**src/logic/fsac_map.vh**
```
// Register offsets, field positions, reset values and timing counts for the fault and I/O bank.
`ifndef FSAC_MAP_VH
`define FSAC_MAP_VH
`define FSAC_IDX_FAULT     8'h21
`define FSAC_IDX_OV_CELLS  8'h22
`define FSAC_IDX_UV_CELLS  8'h23
`define FSAC_IDX_PAR_FIRST 8'h24
`define FSAC_IDX_PAR_SEC   8'h25
`define FSAC_IDX_CONV      8'h30
`define FSAC_IDX_PIN_IO    8'h31
`define FSAC_IDX_STATUS    8'h38
`define FSAC_FLT_OV        0
`define FSAC_FLT_UV        1
`define FSAC_FLT_CRC       2
`define FSAC_FLT_POR       3
`define FSAC_FLT_FORCE     4
`define FSAC_FLT_IFAULT    5
`define FSAC_IO_AUX        7
`define FSAC_IO_GPIO_OUT   6
`define FSAC_IO_GPIO_IN    5
`define FSAC_IO_SLEEP      2
`define FSAC_CONV_ON       6
`define FSAC_CONV_GENERAL_ANALOG_INPUT     3
`define FSAC_FAULT_RST     8'h00
`define FSAC_CONV_RST      8'h00
`define FSAC_PIN_IO_RST    8'h40
`define FSAC_CONV_MASK     8'h7f
`define FSAC_PIN_IO_MASK   8'hc7
`define FSAC_WAKE_US       1000
`define FSAC_CLK_MHZ       250
`define FSAC_SETTLE_US     10
`endif

```
**src/logic/fsac_top.v**
```verilog
// Fault status, conversion setup and pin I/O control register bank with an APB slave.
`timescale 1ns/1ns
`include "fsac_map.vh"

// Summary of operation
// - Fault flags stay set until host writes one; writing zero keeps; bit 4 excluded.
// - Force bit is read-write, drives fault output while one, resets to zero.
// - Internal consistency check failure sets the internal-fault flag.
// - Power-on flag sets once defaults and OTP copy have been loaded.
// - A CRC mismatch in the last received packet sets the packet-error flag.
// - Summary undervoltage flag sets when any cell is below threshold; resets zero.
// - Summary overvoltage flag sets when any cell is above threshold; resets zero.
// - Per-cell overvoltage bits 0..5 name the cells that caused the flag.
// - Per-cell undervoltage bits 0..5 name the cells that caused the flag.
// - Parity results are read-only; second register upper four bits read zero.
// - Converter-on bit one keeps the converter powered all the time.
// - Otherwise power converter on request, wait for settling, power off after.
// - Two-bit field picks thermistor inputs: none, first, second or both.
// - Analog-input bit includes the general analog input in the next sequence.
// - Three-bit cell field value n selects cells one through n plus one.
// - Auxiliary bit one connects the auxiliary pin to the five volt regulator.
// - GPIO drive zero pulls the open-drain pin low; one releases it.
// - GPIO input bit reflects the pin level.
// - Low-power bit enters sleep and disables all protection comparators.
// - Leaving sleep waits 1 ms before protection monitoring resumes.
// - Thermistor-ground bits connect each input's negative side to ground.
module fsac_top #(
  // Cell count, then wake-up and settling times in clock cycles.
  parameter CELLS     = 6,
  parameter WAKE_CYC  = `FSAC_WAKE_US * `FSAC_CLK_MHZ,
  parameter SETTLE_CYC = `FSAC_SETTLE_US * `FSAC_CLK_MHZ
) (
  // Clock and reset.
  input  wire             pclk,
  input  wire             presetn,
  // APB slave.
  input  wire             psel,
  input  wire             penable,
  input  wire             pwrite,
  input  wire [11:0]      paddr,
  input  wire [31:0]      pwdata,
  input  wire [3:0]       pstrb,
  output wire             pready,
  output reg  [31:0]      prdata,
  output wire             pslverr,
  // Fault sources from the device core, all on pclk.
  input  wire [CELLS-1:0] cell_high_flags_in,
  input  wire [CELLS-1:0] cell_low_flags_in,
  input  wire             crc_error_pulse,
  input  wire             consistency_fail,
  input  wire             defaults_loaded,
  input  wire [7:0]       parity_first_in,
  input  wire [3:0]       parity_second_in,
  // Conversion control.
  input  wire             conv_request,
  input  wire             conv_done,
  output reg              conv_power,
  output wire             conv_go,
  output wire [1:0]       conv_thermistor_sel,
  output wire             conv_general_analog_sel,
  output wire [2:0]       conv_cell_sel,
  // Pins and power controls.
  output reg              fault_out,
  output wire             five_volt_regulator_aux,
  input  wire             gpio_in,
  output wire             gpio_out,
  output wire             gpio_oe,
  output wire             sleep_mode,
  output reg              comparators_enable,
  output wire [1:0]       thermistor_ground_switch
);

  // Converter sequencer states, one-hot.
  localparam [3:0] CV_OFF = 4'b0001;
  localparam [3:0] CV_SETTLE = 4'b0010;
  localparam [3:0] CV_RUN = 4'b0100;
  localparam [3:0] CV_HOLD = 4'b1000;

  // Register bank state, synchroniser and timers.
  reg [7:0]        fault_reg;
  wire [CELLS-1:0] ov_cells_flags;
  wire [CELLS-1:0] uv_cells_flags;
  reg [7:0]        conv_reg;
  reg [7:0]        pin_io_reg;
  reg              gpio_meta_reg;
  reg              gpio_sync_reg;
  reg              por_pending_reg;
  reg [3:0]        cv_state_reg;
  reg [3:0]        cv_state_next;
  reg [31:0]       settle_cnt_reg;
  reg [31:0]       wake_cnt_reg;
  reg              sleep_prev_reg;
  // Bus decode and gated comparator levels.
  wire             wr_en;
  wire             rd_en;
  wire [7:0]       wbyte;
  wire [CELLS-1:0] high_live;
  wire [CELLS-1:0] low_live;
  wire             cmp_live;
  wire             fault_wr;

  // Decode a byte address to a mapped register; index times four is the byte address.
  // The shift by two keeps each register on its own aligned word.
  function hit;
    input [11:0] addr;
    input [7:0]  idx;
    begin
      hit = (addr == {idx, 2'b00});
    end
  endfunction

  // True for any address that holds a register of this bank.
  function mapped;
    input [11:0] addr;
    begin
      mapped = hit(addr, `FSAC_IDX_FAULT) | hit(addr, `FSAC_IDX_OV_CELLS) |
               hit(addr, `FSAC_IDX_UV_CELLS) | hit(addr, `FSAC_IDX_PAR_FIRST) |
               hit(addr, `FSAC_IDX_PAR_SEC) | hit(addr, `FSAC_IDX_CONV) |
               hit(addr, `FSAC_IDX_PIN_IO) | hit(addr, `FSAC_IDX_STATUS);
    end
  endfunction

  // Zero-wait slave: pready is tied high, so every access phase ends at its first edge.
  // Unmapped addresses answer with an error and have no effect on any register.
  // Writes use byte lane zero only; the upper lanes carry nothing in this bank.
  // Reads are decoded in the setup phase so prdata is settled before the access edge.
  assign pready = 1'b1;
  assign pslverr = psel & penable & ~mapped(paddr);
  assign wr_en = psel & penable & pwrite & pstrb[0] & mapped(paddr);
  assign rd_en = psel & ~penable & ~pwrite;
  assign wbyte = pwdata[7:0];

  // Protection comparators are masked while asleep and during wake-up settling.
  // The sleep bit masks at once, because the enable flop only follows a cycle later.
  assign cmp_live = comparators_enable & ~pin_io_reg[`FSAC_IO_SLEEP];
  assign high_live = cmp_live ? cell_high_flags_in : {CELLS{1'b0}};
  assign low_live = cmp_live ? cell_low_flags_in : {CELLS{1'b0}};

  // GPIO pin is asynchronous, so it passes two flops before it is read.
  // Its reset value of zero lasts two cycles only and feeds no edge detector.
  always @(posedge pclk or negedge presetn) begin
    if (!presetn) begin
      gpio_meta_reg <= 1'b0;
      gpio_sync_reg <= 1'b0;
    end else begin
      gpio_meta_reg <= gpio_in;
      gpio_sync_reg <= gpio_meta_reg;
    end
  end

  // Sticky fault flags: a set in the same cycle as a clear wins, so no event is lost.
  // Bit 4 is the self-test force, a plain read-write bit and not a flag.
  // Bits 7 and 6 are not implemented and never set.
  always @(posedge pclk or negedge presetn) begin
    if (!presetn) begin
      fault_reg <= `FSAC_FAULT_RST;
      por_pending_reg <= 1'b1;
    end else begin
      if (fault_wr) begin
        fault_reg[`FSAC_FLT_OV] <= fault_reg[`FSAC_FLT_OV] & ~wbyte[`FSAC_FLT_OV];
        fault_reg[`FSAC_FLT_UV] <= fault_reg[`FSAC_FLT_UV] & ~wbyte[`FSAC_FLT_UV];
        fault_reg[`FSAC_FLT_CRC] <= fault_reg[`FSAC_FLT_CRC] & ~wbyte[`FSAC_FLT_CRC];
        fault_reg[`FSAC_FLT_POR] <= fault_reg[`FSAC_FLT_POR] & ~wbyte[`FSAC_FLT_POR];
        fault_reg[`FSAC_FLT_IFAULT] <= fault_reg[`FSAC_FLT_IFAULT] & ~wbyte[`FSAC_FLT_IFAULT];
        fault_reg[`FSAC_FLT_FORCE] <= wbyte[`FSAC_FLT_FORCE];
      end
      if (|high_live) begin
        fault_reg[`FSAC_FLT_OV] <= 1'b1;
      end
      if (|low_live) begin
        fault_reg[`FSAC_FLT_UV] <= 1'b1;
      end
      if (crc_error_pulse) begin
        fault_reg[`FSAC_FLT_CRC] <= 1'b1;
      end
      if (consistency_fail) begin
        fault_reg[`FSAC_FLT_IFAULT] <= 1'b1;
      end
      // The power-on flag waits for the load to finish, then fires once.
      if (por_pending_reg && defaults_loaded) begin
        fault_reg[`FSAC_FLT_POR] <= 1'b1;
        por_pending_reg <= 1'b0;
      end
    end
  end

  // A write to the fault register is the clear strobe for the summaries and the cells.
  assign fault_wr = wr_en & hit(paddr, `FSAC_IDX_FAULT);

  // Per-cell flags follow the same write-one-to-clear rule as the summaries.
  // One slice per cell, so the bank follows CELLS; a live cell survives a clear.
  genvar cell_i;
  generate
    for (cell_i = 0; cell_i < CELLS; cell_i = cell_i + 1) begin : g_cell
      reg high_bit_reg;
      reg low_bit_reg;

      always @(posedge pclk or negedge presetn) begin
        if (!presetn) begin
          high_bit_reg <= 1'b0;
          low_bit_reg <= 1'b0;
        end else begin
          if (fault_wr && wbyte[`FSAC_FLT_OV]) begin
            high_bit_reg <= high_live[cell_i];
          end else if (high_live[cell_i]) begin
            high_bit_reg <= 1'b1;
          end
          if (fault_wr && wbyte[`FSAC_FLT_UV]) begin
            low_bit_reg <= low_live[cell_i];
          end else if (low_live[cell_i]) begin
            low_bit_reg <= 1'b1;
          end
        end
      end

      // Cell n plus one sits at bit n of its flag register.
      assign ov_cells_flags[cell_i] = high_bit_reg;
      assign uv_cells_flags[cell_i] = low_bit_reg;
    end
  endgenerate

  // Control registers; reserved bits are masked so they always read zero.
  // Writes with lane zero clear are dropped, so a partial write cannot corrupt a field.
  always @(posedge pclk or negedge presetn) begin
    if (!presetn) begin
      conv_reg <= `FSAC_CONV_RST;
      pin_io_reg <= `FSAC_PIN_IO_RST;
    end else if (wr_en) begin
      if (hit(paddr, `FSAC_IDX_CONV)) begin
        conv_reg <= wbyte & `FSAC_CONV_MASK;
      end
      if (hit(paddr, `FSAC_IDX_PIN_IO)) begin
        pin_io_reg <= wbyte & `FSAC_PIN_IO_MASK;
      end
    end
  end

  // Fault output follows any sticky flag or the self-test force bit.
  // Registering it costs one cycle of latency but keeps the pin free of glitches.
  always @(posedge pclk or negedge presetn) begin
    if (!presetn) begin
      fault_out <= 1'b0;
    end else begin
      fault_out <= |fault_reg[5:0];
    end
  end

  // Wake-up timer: comparators stay off until the reference has settled.
  // The count restarts whenever sleep is entered again, so a short wake is never trusted.
  // Limitation: cell events inside the window are not recorded at all.
  always @(posedge pclk or negedge presetn) begin
    if (!presetn) begin
      sleep_prev_reg <= 1'b0;
      wake_cnt_reg <= 32'h0000_0000;
      comparators_enable <= 1'b1;
    end else begin
      sleep_prev_reg <= pin_io_reg[`FSAC_IO_SLEEP];
      if (pin_io_reg[`FSAC_IO_SLEEP]) begin
        comparators_enable <= 1'b0;
        wake_cnt_reg <= 32'h0000_0000;
      end else if (sleep_prev_reg) begin
        wake_cnt_reg <= WAKE_CYC;
      end else if (wake_cnt_reg > 32'h0000_0001) begin
        wake_cnt_reg <= wake_cnt_reg - 32'h0000_0001;
      end else if (!comparators_enable) begin
        comparators_enable <= 1'b1;
        wake_cnt_reg <= 32'h0000_0000;
      end
    end
  end

  // Converter power sequencer: in auto mode power up, settle, run, then power down.
  // A request during a run is ignored, so the core must pace its requests.
  // In forced-on mode the hold state waits with power up for the next request.
  always @* begin
    cv_state_next = cv_state_reg;
    case (cv_state_reg)
      CV_OFF: begin
        if (conv_request) begin
          cv_state_next = conv_reg[`FSAC_CONV_ON] ? CV_RUN : CV_SETTLE;
        end
      end
      CV_SETTLE: begin
        if (settle_cnt_reg <= 32'h0000_0001) begin
          cv_state_next = CV_RUN;
        end
      end
      CV_RUN: begin
        if (conv_done) begin
          cv_state_next = conv_reg[`FSAC_CONV_ON] ? CV_HOLD : CV_OFF;
        end
      end
      CV_HOLD: begin
        if (!conv_reg[`FSAC_CONV_ON]) begin
          cv_state_next = CV_OFF;
        end else if (conv_request) begin
          cv_state_next = CV_RUN;
        end
      end
      default: cv_state_next = CV_OFF;
    endcase
  end

  // Sequencer state, settle counter and converter power.
  always @(posedge pclk or negedge presetn) begin
    if (!presetn) begin
      cv_state_reg <= CV_OFF;
      settle_cnt_reg <= 32'h0000_0000;
      conv_power <= 1'b0;
    end else begin
      cv_state_reg <= cv_state_next;
      if (cv_state_reg == CV_OFF) begin
        settle_cnt_reg <= SETTLE_CYC;
      end else if (cv_state_reg == CV_SETTLE) begin
        settle_cnt_reg <= settle_cnt_reg - 32'h0000_0001;
      end
      // Forced-on keeps power up even when idle, trading current for start-up delay.
      conv_power <= conv_reg[`FSAC_CONV_ON] | (cv_state_next != CV_OFF);
    end
  end

  // Conversion selections; the sequence is launched by conv_go once power is stable.
  // Cell field values above five are undefined and are passed on unchanged.
  assign conv_go = (cv_state_reg == CV_RUN);
  assign conv_thermistor_sel = conv_reg[5:4];
  assign conv_general_analog_sel = conv_reg[`FSAC_CONV_GENERAL_ANALOG_INPUT];
  assign conv_cell_sel = conv_reg[2:0];

  // Pin drives: open-drain GPIO only ever drives low.
  // The pin is pulled low only while gpio_oe is high; a pull-up lifts it otherwise.
  assign five_volt_regulator_aux = pin_io_reg[`FSAC_IO_AUX];
  assign gpio_out = 1'b0;
  assign gpio_oe = ~pin_io_reg[`FSAC_IO_GPIO_OUT];
  assign sleep_mode = pin_io_reg[`FSAC_IO_SLEEP];
  assign thermistor_ground_switch = pin_io_reg[1:0];

  // Read data is captured in the setup phase and held through the access phase.
  // Unused upper bits read zero for every register.
  always @(posedge pclk or negedge presetn) begin
    if (!presetn) begin
      prdata <= 32'h0000_0000;
    end else if (rd_en) begin
      prdata <= 32'h0000_0000;
      if (hit(paddr, `FSAC_IDX_FAULT)) begin
        prdata[5:0] <= fault_reg[5:0];
      end
      if (hit(paddr, `FSAC_IDX_OV_CELLS)) begin
        prdata[CELLS-1:0] <= ov_cells_flags;
      end
      if (hit(paddr, `FSAC_IDX_UV_CELLS)) begin
        prdata[CELLS-1:0] <= uv_cells_flags;
      end
      if (hit(paddr, `FSAC_IDX_PAR_FIRST)) begin
        prdata[7:0] <= parity_first_in;
      end
      if (hit(paddr, `FSAC_IDX_PAR_SEC)) begin
        prdata[3:0] <= parity_second_in;
      end
      if (hit(paddr, `FSAC_IDX_CONV)) begin
        prdata[7:0] <= conv_reg;
      end
      if (hit(paddr, `FSAC_IDX_PIN_IO)) begin
        prdata[7:0] <= {pin_io_reg[7:6], gpio_sync_reg, pin_io_reg[4:0]};
      end
      // The status word is a local view of the sequencer, the power and the comparators.
      if (hit(paddr, `FSAC_IDX_STATUS)) begin
        prdata[5:0] <= {comparators_enable, conv_power, cv_state_reg};
      end
    end
  end

endmodule // fsac_top

```
**config.mk**
```make
export PLATFORM = sky130hd
export DESIGN_NAME = fsac_top
export DESIGN_NICKNAME = d
export VERILOG_FILES = /design/src/logic/fsac_top.v
export VERILOG_INCLUDE_DIRS = /design/src /design/src/logic
export SDC_FILE = /design/constraint.sdc
export NUM_CORES = 1
export LEC_CHECK = 0
export CAP_MARGIN = 20
export CORE_AREA = 2 2 116 118
export CTS_CLUSTER_SIZE = 40
export DETAILED_ROUTE_END_ITERATION = 10
export DIE_AREA = 0 0 118 120
export DONT_BUFFER_PORTS = 1
export GPL_TIMING_DRIVEN = 0
export PLACE_DENSITY = 0.71
export SYNTH_ARGS = -nofsm -noshare
export SYNTH_HDL_FRONTEND = slang
export SYNTH_SLANG_ARGS = --single-unit
export TNS_END_PERCENT = 100
```
**constraint.sdc**
```tcl
create_clock -name pclk -period 2.63 [get_ports pclk]
set_input_delay 0.789 -clock pclk [delete_from_list [all_inputs] [get_ports pclk]]
set_output_delay 0.789 -clock pclk [all_outputs]
set_load 0.01 [all_outputs]
```
# [Word-level counts from Yosys, hierarchy flattened]
# Cells that the tools add are included.
[op_classes] add_sub_neg=2 n_lt_le_gt_ge=2 n_eq_ne=16 n_mux=57 bitwise_logic=32 reduce_logical=27
[op_table] cell="two-way mux 32 bit" n=6
[op_table] cell="equality test 12 x 8 -> 1 bit (second input constant)" n=8
[op_table] cell="subtractor 32 x 1 -> 32 bit (second input constant)" n=2
[op_table] cell="two-way mux 6 bit" n=7
[op_table] cell="nonzero test 2 bit" n=18
[op_table] cell="> comparator 32 x 1 -> 1 bit (second input constant)" n=1
[op_table] cell="<= comparator 32 x 1 -> 1 bit (second input constant)" n=1
[op_table] cell="two-way mux 1 bit" n=32
[op_table] cell="two-way mux 4 bit" n=7
[op_table] cell="two-way mux 8 bit" n=3
[op_table] cell="OR reduction 6 bit" n=3
[op_table] cell="case mux 4 bit (4 select lines)" n=1
[op_table] cell="bitwise AND 1 bit" n=14
[op_table] cell="NOT 1 bit" n=10
[op_table] cell="!= test 4 x 1 -> 1 bit (second input constant)" n=2
[op_table] cell="OR 1 bit" n=8
[op_table] cell="AND reduction 2 bit" n=3
[op_table] cell="equality test 4 x 1 -> 1 bit (second input constant)" n=1
[op_table] cell="equality test 4 x 2 -> 1 bit (second input constant)" n=1
[op_table] cell="equality test 4 x 3 -> 1 bit (second input constant)" n=1
[op_table] cell="equality test 4 bit (second input constant)" n=1
[op_table] cell="!= test 2 bit (second input constant)" n=2
[op_table] cell="logical AND 1 bit" n=3
[op_table] cell="two-way mux 3 bit" n=1
[word_totals] ff_bits=113 in_bits=83 out_inout_bits=50 wordCells=167

# [Longest topological paths before layout]
[depth] depth_word=12 depth_mapped=9 mapped_depth_nobuf=7

# [Worst setup path after synthesis]
# Ideal clock, no wire load.
[synth_path] kind="input port to output port" start="input paddr[1]" end="output pslverr" arrival_time_ps=1778 t_required_ps=1841 path_slack_ps=63 stages=4 path_buffers=0 cell_sequence="nor3_1 nand2_1 o211ai_1 a41oi_1"
[synth_via] elab_chain_len=10 elab_cells_between_ends=17 classes_between="eq/ne (8); bitwise (9)"
[synth_rtl] element="start: declaration" line_no="fsac_top.v:40" text="input wire [11:0] paddr,"
[synth_rtl] element="equality test 12 x 8 -> 1 bit" line_no="fsac_top.v:108" text="hit = (addr == {idx, 2'b00});"
[synth_rtl] element="OR 1 bit (6 in a row)" line_no="fsac_top.v:116" text="mapped = hit(addr, `FSAC_IDX_FAULT) | hit(addr, `FSAC_IDX_OV_CELLS) |"
[synth_rtl] element="OR 1 bit (*)" line_no="fsac_top.v:116"
[synth_rtl] element="NOT 1 bit (*)" line_no="fsac_top.v:128" text="assign pslverr = psel & penable & ~mapped(paddr);"
[synth_rtl] element="bitwise AND 1 bit (*)" line_no="fsac_top.v:128"
[synth_rtl] element="end: declaration" line_no="fsac_top.v:45" text="output wire pslverr,"
# Mark *: on every way between the ends. The rest lies on a longest branch, timed or not.

# [Worst setup path in the final report]
[layout_path] start="input paddr[4]" end="output pslverr"
# The elaborated chain is that of the path after synthesis.

==> flow_summary.ini <==
[finish]
drive_gt1_frac = 0.1655
layout_common_cells = 109 x dfrtp_1, 51 x nand2_1, 50 x o21ai_0
layout_commonest_cell = dfrtp_1
final_nets = 799
final_area_um2 = 7292
area_delta_synth_final_pct = 16.00
fillers = 1151
diodes = 0
post-route-util = 0.5618
instances_no_fill = 901

[setup_path]
arrival_ns = 1.80
worstPathMaxFanout = 10
crit_path_top_delay_cell = and4bb_2
crit_required_ns = 1.84
cpPeakStageDelay_ns = 0.34
cp_cell_sequence = clkbuf_2 > and4bb_2 > a21oi_1 > o211ai_1 > a41oi_2
cp-end-kind = output port
critPathKind = in -> out
startpoint_type = input port

[timing]
slew_headroom = 0.4157
final_max_slew_viol_count = 0
setup_viol = 0
timing.final.crit_share = 0.9841
timing.hold.ws_ns = 0.06374
fmax_mhz = 386.4
fin_crit_ns = 2.588
max_slew.worst_pin.slew_ns = 0.8642
final.setup_skew_ns = 0.006829
hold_violations = 0
finalWorstSetupSlack_ns = 0.04183
fin_tns_setup_ns = 0

[global_route]
use_met2 = 0.3616
first_global_vias = 5047
grtUsageMet3 = 0.05086
antenna_found_initial = 0
track_usage = 0.2299
grt_max_degree = 114
grt_pass1_wl_mm = 25.72
globalRoute.busiestLayer = met2
use_met1 = 0.3138
overflow = 0

[placement]
gp_congestion = 0.9500
placed_cells = 866
place_ws_ns = -0.3119
portBuffers = 0
place_area_um2 = 6601
hpwl_mm = 11.33

[power]
internal_power_mw = 3.988
design_power_total_mw = 5.860
ir_drop_mv = 0.5467
pwr-share-comb = 0.186
p_sw_frac = 0.3195
switching_power_mw = 1.872
seqPwrFrac = 0.406
p_leak_nw = 3.047
clockPowerShare = 0.408
power_density_nw_per_um2 = 803.7

[floorplanning]
core_um2 = 12980
die_h_um = 120
pin_count = 133
start_util = 0.4843
num_rows = 42
die_x_um = 118
die_area_um2 = 14160

[clock_network]
cts_tree = built
numClockSinks = 113
clk_pin_slew_ns = 0.06
clock_latency_ns = 0.42
clockRootBuffer = clkbuf_16
clockBufferDepth = 2
cts_max_level = 4
cts_made_buffers = 17

[detailed_routing]
wl_mm = 16.02
drt_pass1_iterations = 5
vias = 5407
viasPerCell = 6.001
drt_iter0_markers = 521
routedWlPerCell_um = 17.78
drcViolationCount = 0
antenna_left = 0

[outcome]
outcome = complete, no violations

[yosys]
yosysSeqAreaShare = 0.4506
netlist_area_um2 = 6286
synth_edf_count = 0
netlist_instances = 665
avgSynthCellArea_um2 = 9.453
ys.flop_type = dfrtp_1
synth-seq-cells = 113
yosysWarnings = 0
ys_types = 68
ys_async_sr_fraction = 1.000

[hold_path]
holdCritPathClass = in -> async

[flow_run]
cap_viol_max_count = 0
-- cell type report --
| cell class | count | area (um2) | share of cell area |
|---|---|---|---|
| Multi-Input combinational cell | 497 | 3143 | 0.4310 |
| Sequential cell | 113 | 2833 | 0.3885 |
| Clock buffer | 18 | 439.2 | 0.06023 |
| Buffer | 62 | 387.9 | 0.05319 |
| Tap cell | 176 | 220.2 | 0.03020 |
| Clock inverter | 14 | 177.7 | 0.02437 |
| Inverter | 17 | 63.81 | 0.008751 |
| Timing Repair Buffer | 4 | 27.53 | 0.003775 |
-- logic make-up after synthesis --
family / count (synthesis) / synth area share
AND/OR/NAND/NOR: 260 / 0.2369
flip-flops: 113 / 0.4506
AO/OA/AOI/OAI: 170 / 0.1724
buffers and inverters: 79 / 0.07106
adder cells (fa/ha/maj): 4 / 0.007962
XOR/XNOR: 7 / 0.009753
multiplexers: 30 / 0.05016
other: 2 / 0.001195
-- power groups by stage --
stage                     Clock [mW]  Combinational [mW]  Sequential [mW]
after floorplan                    0               0.844             2.31
after global placement             0                1.02             2.37
after detailed placement           0                1.06             2.39
after CTS                       2.43                1.07             2.37
after global routing            2.52                1.22             2.44
final                           2.39                1.09             2.38
-- path summary, 6_finish.rpt --
path | cells past startpoint | from | slack, ns | to
worst max-delay path | 5 | paddr[4] | 0.04 | pslverr
worst min-delay path | 0 | presetn | 0.06 | g_cell[2].low_bit_reg$_DFFE_PN0P_
worst max register to register | 5 | wake_cnt_reg[9]$_DFFE_PN0P_ | 0.11 | wake_cnt_reg[19]$_DFFE_PN0P_
worst min register to register | 0 | gpio_meta_reg$_DFF_PN0_ | 0.35 | gpio_sync_reg$_DFF_PN0_
max in group asynchronous | 0 | presetn | 2.34 | cv_state_reg[0]$_DFF_PN1_
min in group pclk | 0 | gpio_meta_reg$_DFF_PN0_ | 0.35 | gpio_sync_reg$_DFF_PN0_
-- routing by layer --
metal / share of wire / vias up
met3: 0.052 / 32
met4: 0.020 / 0
li1: - / 2534
met1: 0.46 / 2674
met2: 0.47 / 167
met5: 0 / -
-- critical path, delay by kind of cell --
family	cells	cell delay, ns
simple gates	1	0.34
compound gates	3	0.51
buf+inv	1	0.16
-- synth_stat cells (8+ instances only) --
library cell  instances  share of area
buf_2                 9         0.0072
o21ai_0              50          0.040
nor3_1               22          0.018
a22o_1               13          0.018
nand2_1              51          0.030
buf_4                33          0.039
nand4_1              15          0.015
dfrtp_1             109           0.43
clkbuf_1             17          0.010
nor4_1               12          0.012
inv_1                17          0.010
a21oi_1              42          0.033
nand3_1              24          0.019
or3_1                23          0.023
or4_1                22          0.026
mux2i_1              18          0.029
nor2_1               34          0.020
nor2b_1               8         0.0080
mux2_2               12          0.021
o31ai_1              17          0.020
-- what timing repair did --
action / CTS / global route
endpoints found under the setup margin: 21 / 5
endpoints found under the hold margin: 0 / 0
gates resized for setup: 7 / 7
buffers inserted: 1 / 2
pin swaps: 1 / 1
hold buffers: 0 / 0
Power figures use the tool's default switching activity.
